==> config.mk <==
export PLATFORM = sky130hd
export DESIGN_NAME = uss_top
export DESIGN_NICKNAME = d
export VERILOG_FILES = /design/src/hw/uss_pkg.sv /design/src/hw/uss_top.sv
export SDC_FILE = /design/constraint.sdc
export NUM_CORES = 1
export LEC_CHECK = 0
export ABC_AREA = 1
export BUFFER_PORTS_ARGS = -buffer_cell sky130_fd_sc_hd__buf_4
export CORE_MARGIN = 1
export CORE_UTILIZATION = 41
export CTS_CLUSTER_SIZE = 16
export DETAILED_ROUTE_END_ITERATION = 8
export GPL_TIMING_DRIVEN = 0
export SLEW_MARGIN = 10
export SYNTH_ARGS = -nofsm -noshare
export SYNTH_HDL_FRONTEND = slang
export SYNTH_SLANG_ARGS = --single-unit
==> constraint.sdc <==
create_clock -name aclk -period 2.3 [get_ports aclk]
set_input_delay 0.575 -clock aclk [delete_from_list [all_inputs] [get_ports aclk]]
set_output_delay 0.575 -clock aclk [all_outputs]
set_load 0.1 [all_outputs]
==> src/hw/uss_pkg.sv <==
/*
  Register map, field positions, reset values and carrier types of the
  synchronous slave serial port.
  Assumes byte-wide registers, one per aligned word of a 32-bit bus.
*/
package uss_pkg;
  localparam int ADDR_W = 8;
  // Register offsets
  localparam logic [7:0] OFF_RX_CTL = 8'h00;
  localparam logic [7:0] OFF_TX_CTL = 8'h04;
  localparam logic [7:0] OFF_BAUD = 8'h08;
  localparam logic [7:0] OFF_RX_DATA = 8'h0c;
  localparam logic [7:0] OFF_TX_DATA = 8'h10;
  localparam logic [7:0] OFF_IRQ_EN1 = 8'h14;
  localparam logic [7:0] OFF_IRQ_FLG1 = 8'h18;
  localparam logic [7:0] OFF_CORE_IRQ = 8'h1c;
  localparam logic [7:0] OFF_ALT_PIN = 8'h20;
  localparam logic [7:0] OFF_ANALOG = 8'h24;
  localparam logic [7:0] OFF_EVT_STAT = 8'h28;
  localparam logic [7:0] OFF_EVT_MASK = 8'h2c;
  // receive_control_status fields
  localparam int B_PORT_EN = 7;
  localparam int B_RX9_EN = 6;
  localparam int B_SINGLE_RX = 5;
  localparam int B_CONT_RX = 4;
  localparam int B_OVERRUN = 1;
  localparam int B_RX_NINTH = 0;
  // transmit_control_status fields
  localparam int B_CLK_SRC = 7;
  localparam int B_TX9_EN = 6;
  localparam int B_TX_EN = 5;
  localparam int B_SYNC_MODE = 4;
  localparam int B_SR_EMPTY = 1;
  localparam int B_TX_NINTH = 0;
  // baud_control fields
  localparam int B_RX_IDLE = 6;
  localparam int B_CLK_POL = 4;
  // Interrupt enable / flag / core control fields
  localparam int B_RX_IE = 5;
  localparam int B_TX_IE = 4;
  localparam int B_RX_FLAG = 5;
  localparam int B_TX_FLAG = 4;
  localparam int B_GLOBAL_IE = 7;
  localparam int B_PERIPH_IE = 6;
  // Pin placement and analog selection
  localparam int B_DATA_ALT = 7;
  localparam int B_CLK_ALT = 2;
  localparam int B_ANA_CLK = 0;
  localparam int B_ANA_DATA = 1;
  // Sticky events
  localparam int N_EVT = 3;
  localparam int E_RX = 0;
  localparam int E_TX = 1;
  localparam int E_OVR = 2;
  // Reset values and constants
  localparam logic [7:0] RST_CTL = 8'h00;
  localparam logic [7:0] RST_ANALOG = 8'h03;
  localparam logic [11:0] IRQ_VECTOR = 12'h004;
  localparam logic [1:0] RESP_OKAY = 2'h0;
  localparam logic [1:0] RESP_SLVERR = 2'h2;

  typedef struct packed {
    logic ninth;
    logic [7:0] data;
  } uss_word_t;

  typedef struct packed {
    logic [1:0] clk;
    logic [1:0] data;
  } uss_pins_t;
endpackage

==> src/hw/uss_top.sv <==
/*
  Synchronous slave serial port: aclk shift registers stepped on edges of the external
  master's clock, receive FIFO, transmit holding buffer, sleep wake logic
  and an AXI4-Lite register slave.
  Assumes the pins are asynchronous to aclk and that the link clock is
  well below aclk/4, so every edge is seen after synchronisation.
*/
module uss_top
  import uss_pkg::*;
#(
  parameter int RX_DEPTH = 2
)
(
  // Clock and reset
  input wire logic aclk,
  input wire logic aresetn,
  // AXI4-Lite write channels
  input wire logic [ADDR_W-1:0] s_axi_awaddr,
  input wire logic s_axi_awvalid,
  output logic s_axi_awready,
  input wire logic [31:0] s_axi_wdata,
  input wire logic [3:0] s_axi_wstrb,
  input wire logic s_axi_wvalid,
  output logic s_axi_wready,
  output logic [1:0] s_axi_bresp,
  output logic s_axi_bvalid,
  input wire logic s_axi_bready,
  // AXI4-Lite read channels
  input wire logic [ADDR_W-1:0] s_axi_araddr,
  input wire logic s_axi_arvalid,
  output logic s_axi_arready,
  output logic [31:0] s_axi_rdata,
  output logic [1:0] s_axi_rresp,
  output logic s_axi_rvalid,
  input wire logic s_axi_rready,
  // Core side
  input wire logic core_sleeping,
  output logic core_wake,
  output logic core_irq,
  output logic [11:0] core_irq_vector,
  output logic irq,
  // Pins, index 0 default location, 1 alternate
  input wire logic [1:0] shift_clock_pin,
  input wire logic [1:0] data_pin_in,
  output logic [1:0] data_pin_out,
  output logic [1:0] data_pin_oe_n
);
  localparam int PW = RX_DEPTH > 1 ? $clog2(RX_DEPTH) : 1;
  localparam int CW = $clog2(RX_DEPTH + 1);
  localparam logic [CW-1:0] FULL_CNT = CW'(RX_DEPTH);

  logic [7:0] rcs_q, txs_q, bdc_q, pie_q, icn_q, apf_q, ana_q;
  logic [N_EVT-1:0] evt_q, msk_q, evt_set;
  uss_pins_t pin_m_q, pin_s_q;
  logic ck_prev_q, ck_lvl, dt_lvl, samp;
  logic slave, rx_on, tx_mode;
  logic [3:0] rx_cnt_q, tx_cnt_q;
  logic [8:0] rsr_q, rx_next;
  uss_word_t rx_word, hold_q;
  uss_word_t fifo_q [RX_DEPTH];
  logic [PW-1:0] wr_ptr_q, rd_ptr_q;
  logic [CW-1:0] fcnt_q;
  logic rx_last, rx_done, push, pop, full, ovr_q, ovr_set, receive_complete_flag, transmit_buffer_empty_flag;
  logic [8:0] tsr_q;
  logic tsr_full_q, hold_full_q, tx_last, samp_tx, tx_done, move, wr_tx;
  logic aw_ok_q, w_ok_q;
  logic [ADDR_W-1:0] aw_addr_q;
  logic [7:0] wbyte_q;
  logic wr_fire, rd_fire, wr_map;
  logic [7:0] rd_val;
  logic rd_map;

  // Pin synchronisers
  always_ff @(posedge aclk)
  begin
    if (!aresetn)
    begin
      pin_m_q <= '0;
      pin_s_q <= '0;
    end
    else
    begin
      pin_m_q <= '{clk: shift_clock_pin, data: data_pin_in};
      pin_s_q <= pin_m_q;
    end
  end

  // Pin selection, analog gating and clock polarity
  assign ck_lvl = (pin_s_q.clk[apf_q[B_CLK_ALT]] & ~ana_q[B_ANA_CLK]) ^ bdc_q[B_CLK_POL];
  assign dt_lvl = pin_s_q.data[apf_q[B_DATA_ALT]] & ~ana_q[B_ANA_DATA];

  always_ff @(posedge aclk)
  begin
    if (!aresetn)
      ck_prev_q <= 1'b0;
    else
      ck_prev_q <= ck_lvl;
  end

  // Sampling edge of the external clock; the only shift timing
  assign samp = ck_prev_q & ~ck_lvl;
  assign slave = txs_q[B_SYNC_MODE] & rcs_q[B_PORT_EN] & ~txs_q[B_CLK_SRC];
  assign rx_on = slave & rcs_q[B_CONT_RX] & ~ovr_q;
  assign tx_mode = slave & txs_q[B_TX_EN] & ~rcs_q[B_CONT_RX] & ~rcs_q[B_SINGLE_RX];

  // Receive shift register
  assign rx_next = {dt_lvl, rsr_q[8:1]};
  assign rx_last = rx_cnt_q == (rcs_q[B_RX9_EN] ? 4'h8 : 4'h7);
  assign rx_done = rx_on & samp & rx_last;
  assign rx_word = rcs_q[B_RX9_EN] ? rx_next : {1'b0, rx_next[8:1]};

  always_ff @(posedge aclk)
  begin
    if (!aresetn || !rx_on)
    begin
      rx_cnt_q <= '0;
      rsr_q <= '0;
    end
    else if (samp)
    begin
      rsr_q <= rx_next;
      rx_cnt_q <= rx_last ? 4'h0 : rx_cnt_q + 4'h1;
    end
  end

  // Receive FIFO
  assign full = fcnt_q == FULL_CNT;
  assign push = rx_done & ~full;
  assign ovr_set = rx_done & full;
  assign pop = rd_fire & (s_axi_araddr == OFF_RX_DATA) & (fcnt_q != '0);
  assign receive_complete_flag = fcnt_q != '0;

  always_ff @(posedge aclk)
  begin
    if (!aresetn || !rcs_q[B_PORT_EN])
    begin
      wr_ptr_q <= '0;
      rd_ptr_q <= '0;
      fcnt_q <= '0;
    end
    else
    begin
      if (push)
      begin
        fifo_q[wr_ptr_q] <= rx_word;
        wr_ptr_q <= (32'(wr_ptr_q) == RX_DEPTH - 1) ? '0 : wr_ptr_q + 1'b1;
      end
      if (pop)
        rd_ptr_q <= (32'(rd_ptr_q) == RX_DEPTH - 1) ? '0 : rd_ptr_q + 1'b1;
      fcnt_q <= fcnt_q + CW'(push) - CW'(pop);
    end
  end

  always_ff @(posedge aclk)
  begin
    if (!aresetn || !rcs_q[B_PORT_EN] || !rcs_q[B_CONT_RX])
      ovr_q <= 1'b0;
    else if (ovr_set)
      ovr_q <= 1'b1;
  end

  // Transmit holding and shift registers
  assign tx_last = tx_cnt_q == (txs_q[B_TX9_EN] ? 4'h8 : 4'h7);
  assign samp_tx = tx_mode & samp & tsr_full_q;
  assign tx_done = samp_tx & tx_last;
  assign move = hold_full_q & (~tsr_full_q | tx_done);
  assign wr_tx = wr_fire & (aw_addr_q == OFF_TX_DATA);
  assign transmit_buffer_empty_flag = ~hold_full_q;

  always_ff @(posedge aclk)
  begin
    if (!aresetn || !rcs_q[B_PORT_EN])
    begin
      tsr_q <= '0;
      tsr_full_q <= 1'b0;
      hold_full_q <= 1'b0;
      hold_q <= '0;
      tx_cnt_q <= '0;
    end
    else
    begin
      if (move)
      begin
        tsr_q <= hold_q;
        tsr_full_q <= 1'b1;
        hold_full_q <= 1'b0;
        tx_cnt_q <= '0;
      end
      else if (tx_done)
      begin
        tsr_full_q <= 1'b0;
        tx_cnt_q <= '0;
      end
      else if (samp_tx)
      begin
        tsr_q <= {1'b0, tsr_q[8:1]};
        tx_cnt_q <= tx_cnt_q + 4'h1;
      end
      if (wr_tx && (!hold_full_q || move))
      begin
        hold_q <= {txs_q[B_TX9_EN] & txs_q[B_TX_NINTH], wbyte_q};
        hold_full_q <= 1'b1;
      end
    end
  end

  // Data pin drive, enable low while in transmit mode
  always_ff @(posedge aclk)
  begin
    if (!aresetn)
    begin
      data_pin_out <= '0;
      data_pin_oe_n <= 2'h3;
    end
    else
    begin
      data_pin_out <= apf_q[B_DATA_ALT] ? {tsr_q[0], 1'b0} : {1'b0, tsr_q[0]};
      data_pin_oe_n <= ~({1'b0, tx_mode} << apf_q[B_DATA_ALT]);
    end
  end

  // Sticky events, cleared by reading the status; a new event wins
  assign evt_set[E_RX] = push;
  assign evt_set[E_TX] = move & tsr_full_q;
  assign evt_set[E_OVR] = ovr_set;

  always_ff @(posedge aclk)
  begin
    if (!aresetn)
      evt_q <= '0;
    else if (rd_fire && s_axi_araddr == OFF_EVT_STAT)
      evt_q <= evt_set;
    else
      evt_q <= evt_q | evt_set;
  end

  // Interrupt, wake and vector outputs
  always_ff @(posedge aclk)
  begin
    if (!aresetn)
    begin
      irq <= 1'b0;
      core_irq <= 1'b0;
      core_wake <= 1'b0;
      core_irq_vector <= '0;
    end
    else
    begin
      irq <= |(evt_q & msk_q);
      core_irq <= icn_q[B_GLOBAL_IE] & icn_q[B_PERIPH_IE]
        & ((receive_complete_flag & pie_q[B_RX_IE]) | (transmit_buffer_empty_flag & pie_q[B_TX_IE]));
      core_wake <= core_sleeping & ((receive_complete_flag & pie_q[B_RX_IE])
        | (transmit_buffer_empty_flag & pie_q[B_TX_IE] & icn_q[B_PERIPH_IE]));
      core_irq_vector <= icn_q[B_GLOBAL_IE] ? IRQ_VECTOR : 12'h000;
    end
  end

  // AXI write: address and data taken in either order
  assign wr_fire = aw_ok_q & w_ok_q & ~s_axi_bvalid;

  always_ff @(posedge aclk)
  begin
    if (!aresetn)
    begin
      s_axi_awready <= 1'b1;
      s_axi_wready <= 1'b1;
      aw_ok_q <= 1'b0;
      w_ok_q <= 1'b0;
      aw_addr_q <= '0;
      wbyte_q <= '0;
      s_axi_bvalid <= 1'b0;
      s_axi_bresp <= RESP_OKAY;
    end
    else
    begin
      if (s_axi_awvalid && s_axi_awready)
      begin
        aw_addr_q <= s_axi_awaddr;
        aw_ok_q <= 1'b1;
        s_axi_awready <= 1'b0;
      end
      if (s_axi_wvalid && s_axi_wready)
      begin
        wbyte_q <= s_axi_wstrb[0] ? s_axi_wdata[7:0] : 8'h00;
        w_ok_q <= s_axi_wstrb[0];
        s_axi_wready <= 1'b0;
      end
      if (s_axi_wvalid && s_axi_wready && !s_axi_wstrb[0])
        w_ok_q <= 1'b1;
      if (wr_fire)
      begin
        s_axi_bvalid <= 1'b1;
        s_axi_bresp <= wr_map ? RESP_OKAY : RESP_SLVERR;
        aw_ok_q <= 1'b0;
        w_ok_q <= 1'b0;
      end
      if (s_axi_bvalid && s_axi_bready)
      begin
        s_axi_bvalid <= 1'b0;
        s_axi_awready <= 1'b1;
        s_axi_wready <= 1'b1;
      end
    end
  end

  assign wr_map = aw_addr_q inside {OFF_RX_CTL, OFF_TX_CTL, OFF_BAUD, OFF_RX_DATA, OFF_TX_DATA,
    OFF_IRQ_EN1, OFF_IRQ_FLG1, OFF_CORE_IRQ, OFF_ALT_PIN, OFF_ANALOG, OFF_EVT_STAT, OFF_EVT_MASK};

  // Control registers; a write with lane 0 off leaves the byte alone
  always_ff @(posedge aclk)
  begin
    if (!aresetn)
    begin
      rcs_q <= RST_CTL;
      txs_q <= RST_CTL;
      bdc_q <= RST_CTL;
      pie_q <= RST_CTL;
      icn_q <= RST_CTL;
      apf_q <= RST_CTL;
      ana_q <= RST_ANALOG;
      msk_q <= '0;
    end
    else if (wr_fire && wbyte_q_valid())
    begin
      unique case (aw_addr_q)
        OFF_RX_CTL: rcs_q <= wbyte_q;
        OFF_TX_CTL: txs_q <= wbyte_q;
        OFF_BAUD: bdc_q <= wbyte_q;
        OFF_IRQ_EN1: pie_q <= wbyte_q;
        OFF_CORE_IRQ: icn_q <= wbyte_q;
        OFF_ALT_PIN: apf_q <= wbyte_q;
        OFF_ANALOG: ana_q <= wbyte_q;
        OFF_EVT_MASK: msk_q <= wbyte_q[N_EVT-1:0];
        default: ;
      endcase
    end
  end

  logic lane0_q;

  always_ff @(posedge aclk)
  begin
    if (!aresetn)
      lane0_q <= 1'b0;
    else if (s_axi_wvalid && s_axi_wready)
      lane0_q <= s_axi_wstrb[0];
  end

  function automatic logic wbyte_q_valid();
    return lane0_q;
  endfunction

  // AXI read: one outstanding, answered the cycle after acceptance
  assign rd_fire = s_axi_arvalid & s_axi_arready;

  always_comb
  begin
    rd_val = 8'h00;
    rd_map = 1'b1;
    unique case (s_axi_araddr)
      OFF_RX_CTL: rd_val = {rcs_q[7:4], 2'b00, ovr_q, receive_complete_flag & fifo_q[rd_ptr_q].ninth};
      OFF_TX_CTL: rd_val = {txs_q[7:4], 2'b00, ~tsr_full_q, txs_q[B_TX_NINTH]};
      OFF_BAUD: rd_val = {1'b0, rx_cnt_q == 4'h0, 1'b0, bdc_q[B_CLK_POL], 4'h0};
      OFF_RX_DATA: rd_val = receive_complete_flag ? fifo_q[rd_ptr_q].data : 8'h00;
      OFF_TX_DATA: rd_val = 8'h00;
      OFF_IRQ_EN1: rd_val = pie_q;
      OFF_IRQ_FLG1: rd_val = {2'b00, receive_complete_flag, transmit_buffer_empty_flag, 4'h0};
      OFF_CORE_IRQ: rd_val = icn_q;
      OFF_ALT_PIN: rd_val = apf_q;
      OFF_ANALOG: rd_val = ana_q;
      OFF_EVT_STAT: rd_val = 8'(evt_q);
      OFF_EVT_MASK: rd_val = 8'(msk_q);
      default: rd_map = 1'b0;
    endcase
  end

  always_ff @(posedge aclk)
  begin
    if (!aresetn)
    begin
      s_axi_arready <= 1'b1;
      s_axi_rvalid <= 1'b0;
      s_axi_rdata <= '0;
      s_axi_rresp <= RESP_OKAY;
    end
    else if (rd_fire)
    begin
      s_axi_arready <= 1'b0;
      s_axi_rvalid <= 1'b1;
      s_axi_rdata <= {24'h000000, rd_val};
      s_axi_rresp <= rd_map ? RESP_OKAY : RESP_SLVERR;
    end
    else if (s_axi_rvalid && s_axi_rready)
    begin
      s_axi_rvalid <= 1'b0;
      s_axi_arready <= 1'b1;
    end
  end
endmodule

==> reports/qor.csv <==
stage,metric,value,unit
layout,Final Cell Area,8830,µm²
placed_design,count of buffers from port buffering,58,
timing,worst slew pin tran,0.752,ns
power_and_ir_drop,Power Internal,4890,µW
synth,synthesized area,7230,µm²
synth,average cell area after synthesis,7.92,µm²
synth,cell with the most instances after synthesis,nand2_1,
route,average wire per standard cell,14.1,µm
synth,Synth Register Bits,159,
global_routing,first-pass GRT wire length,28700,µm
layout,layout cells sized above 1,0.225,
synth,share of the synthesized area in the top cell type,0.390,
global_routing,Total GRT Usage,0.209,
route,DR iter-0 viols,351,
clock_tree,clk buf depth,2,
critical_path,type of the worst setup path,reg2reg,
floorplanning,Initial Util,0.420,
power_and_ir_drop,Net Sw Power,1680,µW
power_and_ir_drop,PwrDens,744,nW/µm²
clock_tree,Clock Latency Late Sink,0.44,ns
layout,largest register by flop count,fifo_q,
global_routing,GRT overflow,0,
critical_path,Startpoint Class,flip-flop,
job,MaxCap Viol Count,0,
global_routing,number of global-route vias before repair,5405,
synth,Area contributors post-synth,"dfxtp_1, nand2_1, edfxtp_1, a21oi_1, o21ai_0",
critical_path,CP endpoint kind,flip-flop,
clock_tree,CTS tree,done,
layout,antenna cells,0,
critical_path,Crit Path Max Fanout,8,
synth,Synth area leader,dfxtp_1,
timing,hold slack,0.313,ns
route,drt drc,0,
route,DR vias,6068,
synth,post-synthesis async set-or-reset flop share,0,
global_routing,pin count of the biggest net entering global routing,17,
floorplanning,chip width,135,µm
synth,warnings from Yosys,0,
synth,Main synth FF type,dfxtp_1,
timing,setup violators final,0,
global_routing,initial antenna violation count,0,
timing,Fin. Hold Viols,0,
synth,Synth top cells by count,"nand2_1, dfxtp_1, a21oi_1",
clock_tree,CTS buffer count,17,
route,total wire length,17900,µm
worst_hold_path,worst min path class,in2reg,
placed_design,detailed placement HPWL,13400,µm
synth,Synth Instances,913,
layout,Largest register FFs,18,
timing,max_slew headroom,0.496,
placed_design,Routability Congestion,0.869,
layout,Final #Nets,1103,
synth,register area share after synthesis,0.465,
placed_design,placed cell area,8080,µm²
clock_tree,CTS root buf,clkbuf_16,
power_and_ir_drop,clock network power share,0.467,
synth,"EDFF count, synth",18,
layout,Area growth syn-to-layout,22.1,%
clock_tree,clock sink count,159,
route,post-route ant nets,0,
timing,Tcrit/Tclk final,0.956,
power_and_ir_drop,VDD IR-drop max,560,µV
critical_path,CP required,2.66,ns
timing,RSZ-0062 raised after global routing,true,
floorplanning,I/O pins,124,
clock_tree,clock-pin slew on the worst setup and hold paths,0.06,ns
layout,fin util,0.512,
route,router iterations before antenna repair,5,
power_and_ir_drop,Sw Share,0.256,
timing,min Tclk post-route,2.20,ns
clock_tree,Post-CTS Hold Fix Bufs,0,
timing,final max-slew violation count,0,
status,outcome,finished clean,
power_and_ir_drop,Logic pwr share,0.096,
floorplanning,Die Y,135,µm
route,routed vias/inst,4.77,
power_and_ir_drop,Sequential Power Share,0.437,
layout,Largest regs,"fifo_q x18, hold_q x9, tsr_q x9",
power_and_ir_drop,LEAKAGE,0.00362,µW
clock_tree,H-tree levels,4,
floorplanning,FP Rows,48,
floorplanning,Die ar.,18200,µm²
synth,Yosys cell types,47,
floorplanning,core area,17200,µm²
critical_path,WP data arrival,2.56,ns
timing,Fmax achieved,0.455,GHz
timing,Clock Skew,0.0126,ns
routing by layer:
layer / part of all wire / vias up / GRT usage
met5: 0 / - / 0
met4: 0.019 / 0 / 0.0718
met3: 0.066 / 21 / 0.0409
met2: 0.44 / 200 / 0.316
met1: 0.48 / 2695 / 0.296
li1: - / 3152 / -
cell type report:
type                       count  area [µm²]
timing repair buffer          66         495
buffer                        64         430
tap                          225         282
sequential                   159        3370
multi-input combinational    628        3210
fill                        1694        8410
clock buffer                  19         464
clock inverter                13         184
inverter                      98         389
logic make-up after synthesis:
logic type      share of synthesized area
simple gates                        0.257
buf+inv                             0.113
xor+xnor                          0.00242
mux                               0.00415
flops                               0.465
compound gates                      0.150
other cells                      0.000519
fa+ha+maj                         0.00865
cell usage in the layout (no fill, tap or decap), types with 4 or more instances in the layout:
cell type and count:
clkbuf_1 15, o21ai_1 16, o21ai_0 70, nand2_2 5, bufinv_16 4, nor2_4 5, ha_1 5, edfxtp_1 18
nand3_2 21, nand2_1 199, clkinv_2 4, clkbuf_16 18, conb_1 37, inv_1 82, a21oi_1 100, a21oi_2 11
dfxtp_1 138, buf_2 7, nand3_1 30, nor3_2 4, inv_2 13, nor2_2 11, nand4_1 8, nor3_1 10
nor2_1 65, buf_4 105
metrics by stage:
step | setup slack, ns | TNS, ns | instances | power (µW)
after floorplan | 0.200 | 0 | 949 | 3440
after global placement | -0.107 | -1.05 | 1232 | 3560
after detailed placement | -0.166 | -1.65 | 1232 | 3560
after CTS | -0.00631 | -0.0346 | 1270 | 6600
after global routing | -0.0778 | -0.607 | 1272 | 6750
final | 0.101 | 0 | 1272 | 6560
power groups by stage:
| stage | Combinational [µW] | Clock (µW) | Sequential (µW) |
|---|---|---|---|
| final | 633 | 3070 | 2870 |
| after floorplan | 447 | 0 | 2990 |
| after detailed placement | 631 | 0 | 2930 |
| after global placement | 630 | 0 | 2930 |
| after CTS | 633 | 3100 | 2870 |
| after global routing | 670 | 3210 | 2870 |
worst max-delay path, cell delays in order (launching register included):
cell,delay (ns)
dfxtp_1,0.51
nand4_1,0.18
o21ai_2,0.18
nand2_2,0.10
nor3_4,0.16
inv_2,0.09
ha_1,0.28
inv_1,0.04
ha_1,0.18
or2_2,0.29
a21oi_1,0.11
final timing paths:
check / from / end / slack [ns] / cells after the start
max reg2reg: rcs_q[6] / fcnt_q[1] / 0.10 / 10
min reg2reg: pin_m_q[2] / pin_s_q[2] / 0.41 / 2
max: rcs_q[6] / fcnt_q[1] / 0.10 / 10
min: data_pin_in[0] / pin_m_q[0] / 0.31 / 3
what timing repair did:
action	CTS	global route
endpoints found under the setup margin	11	20
buffers inserted	6	2
pin swaps	3	2
resized for setup	5	7
Note: power is estimated with default switching activity, not from simulation.
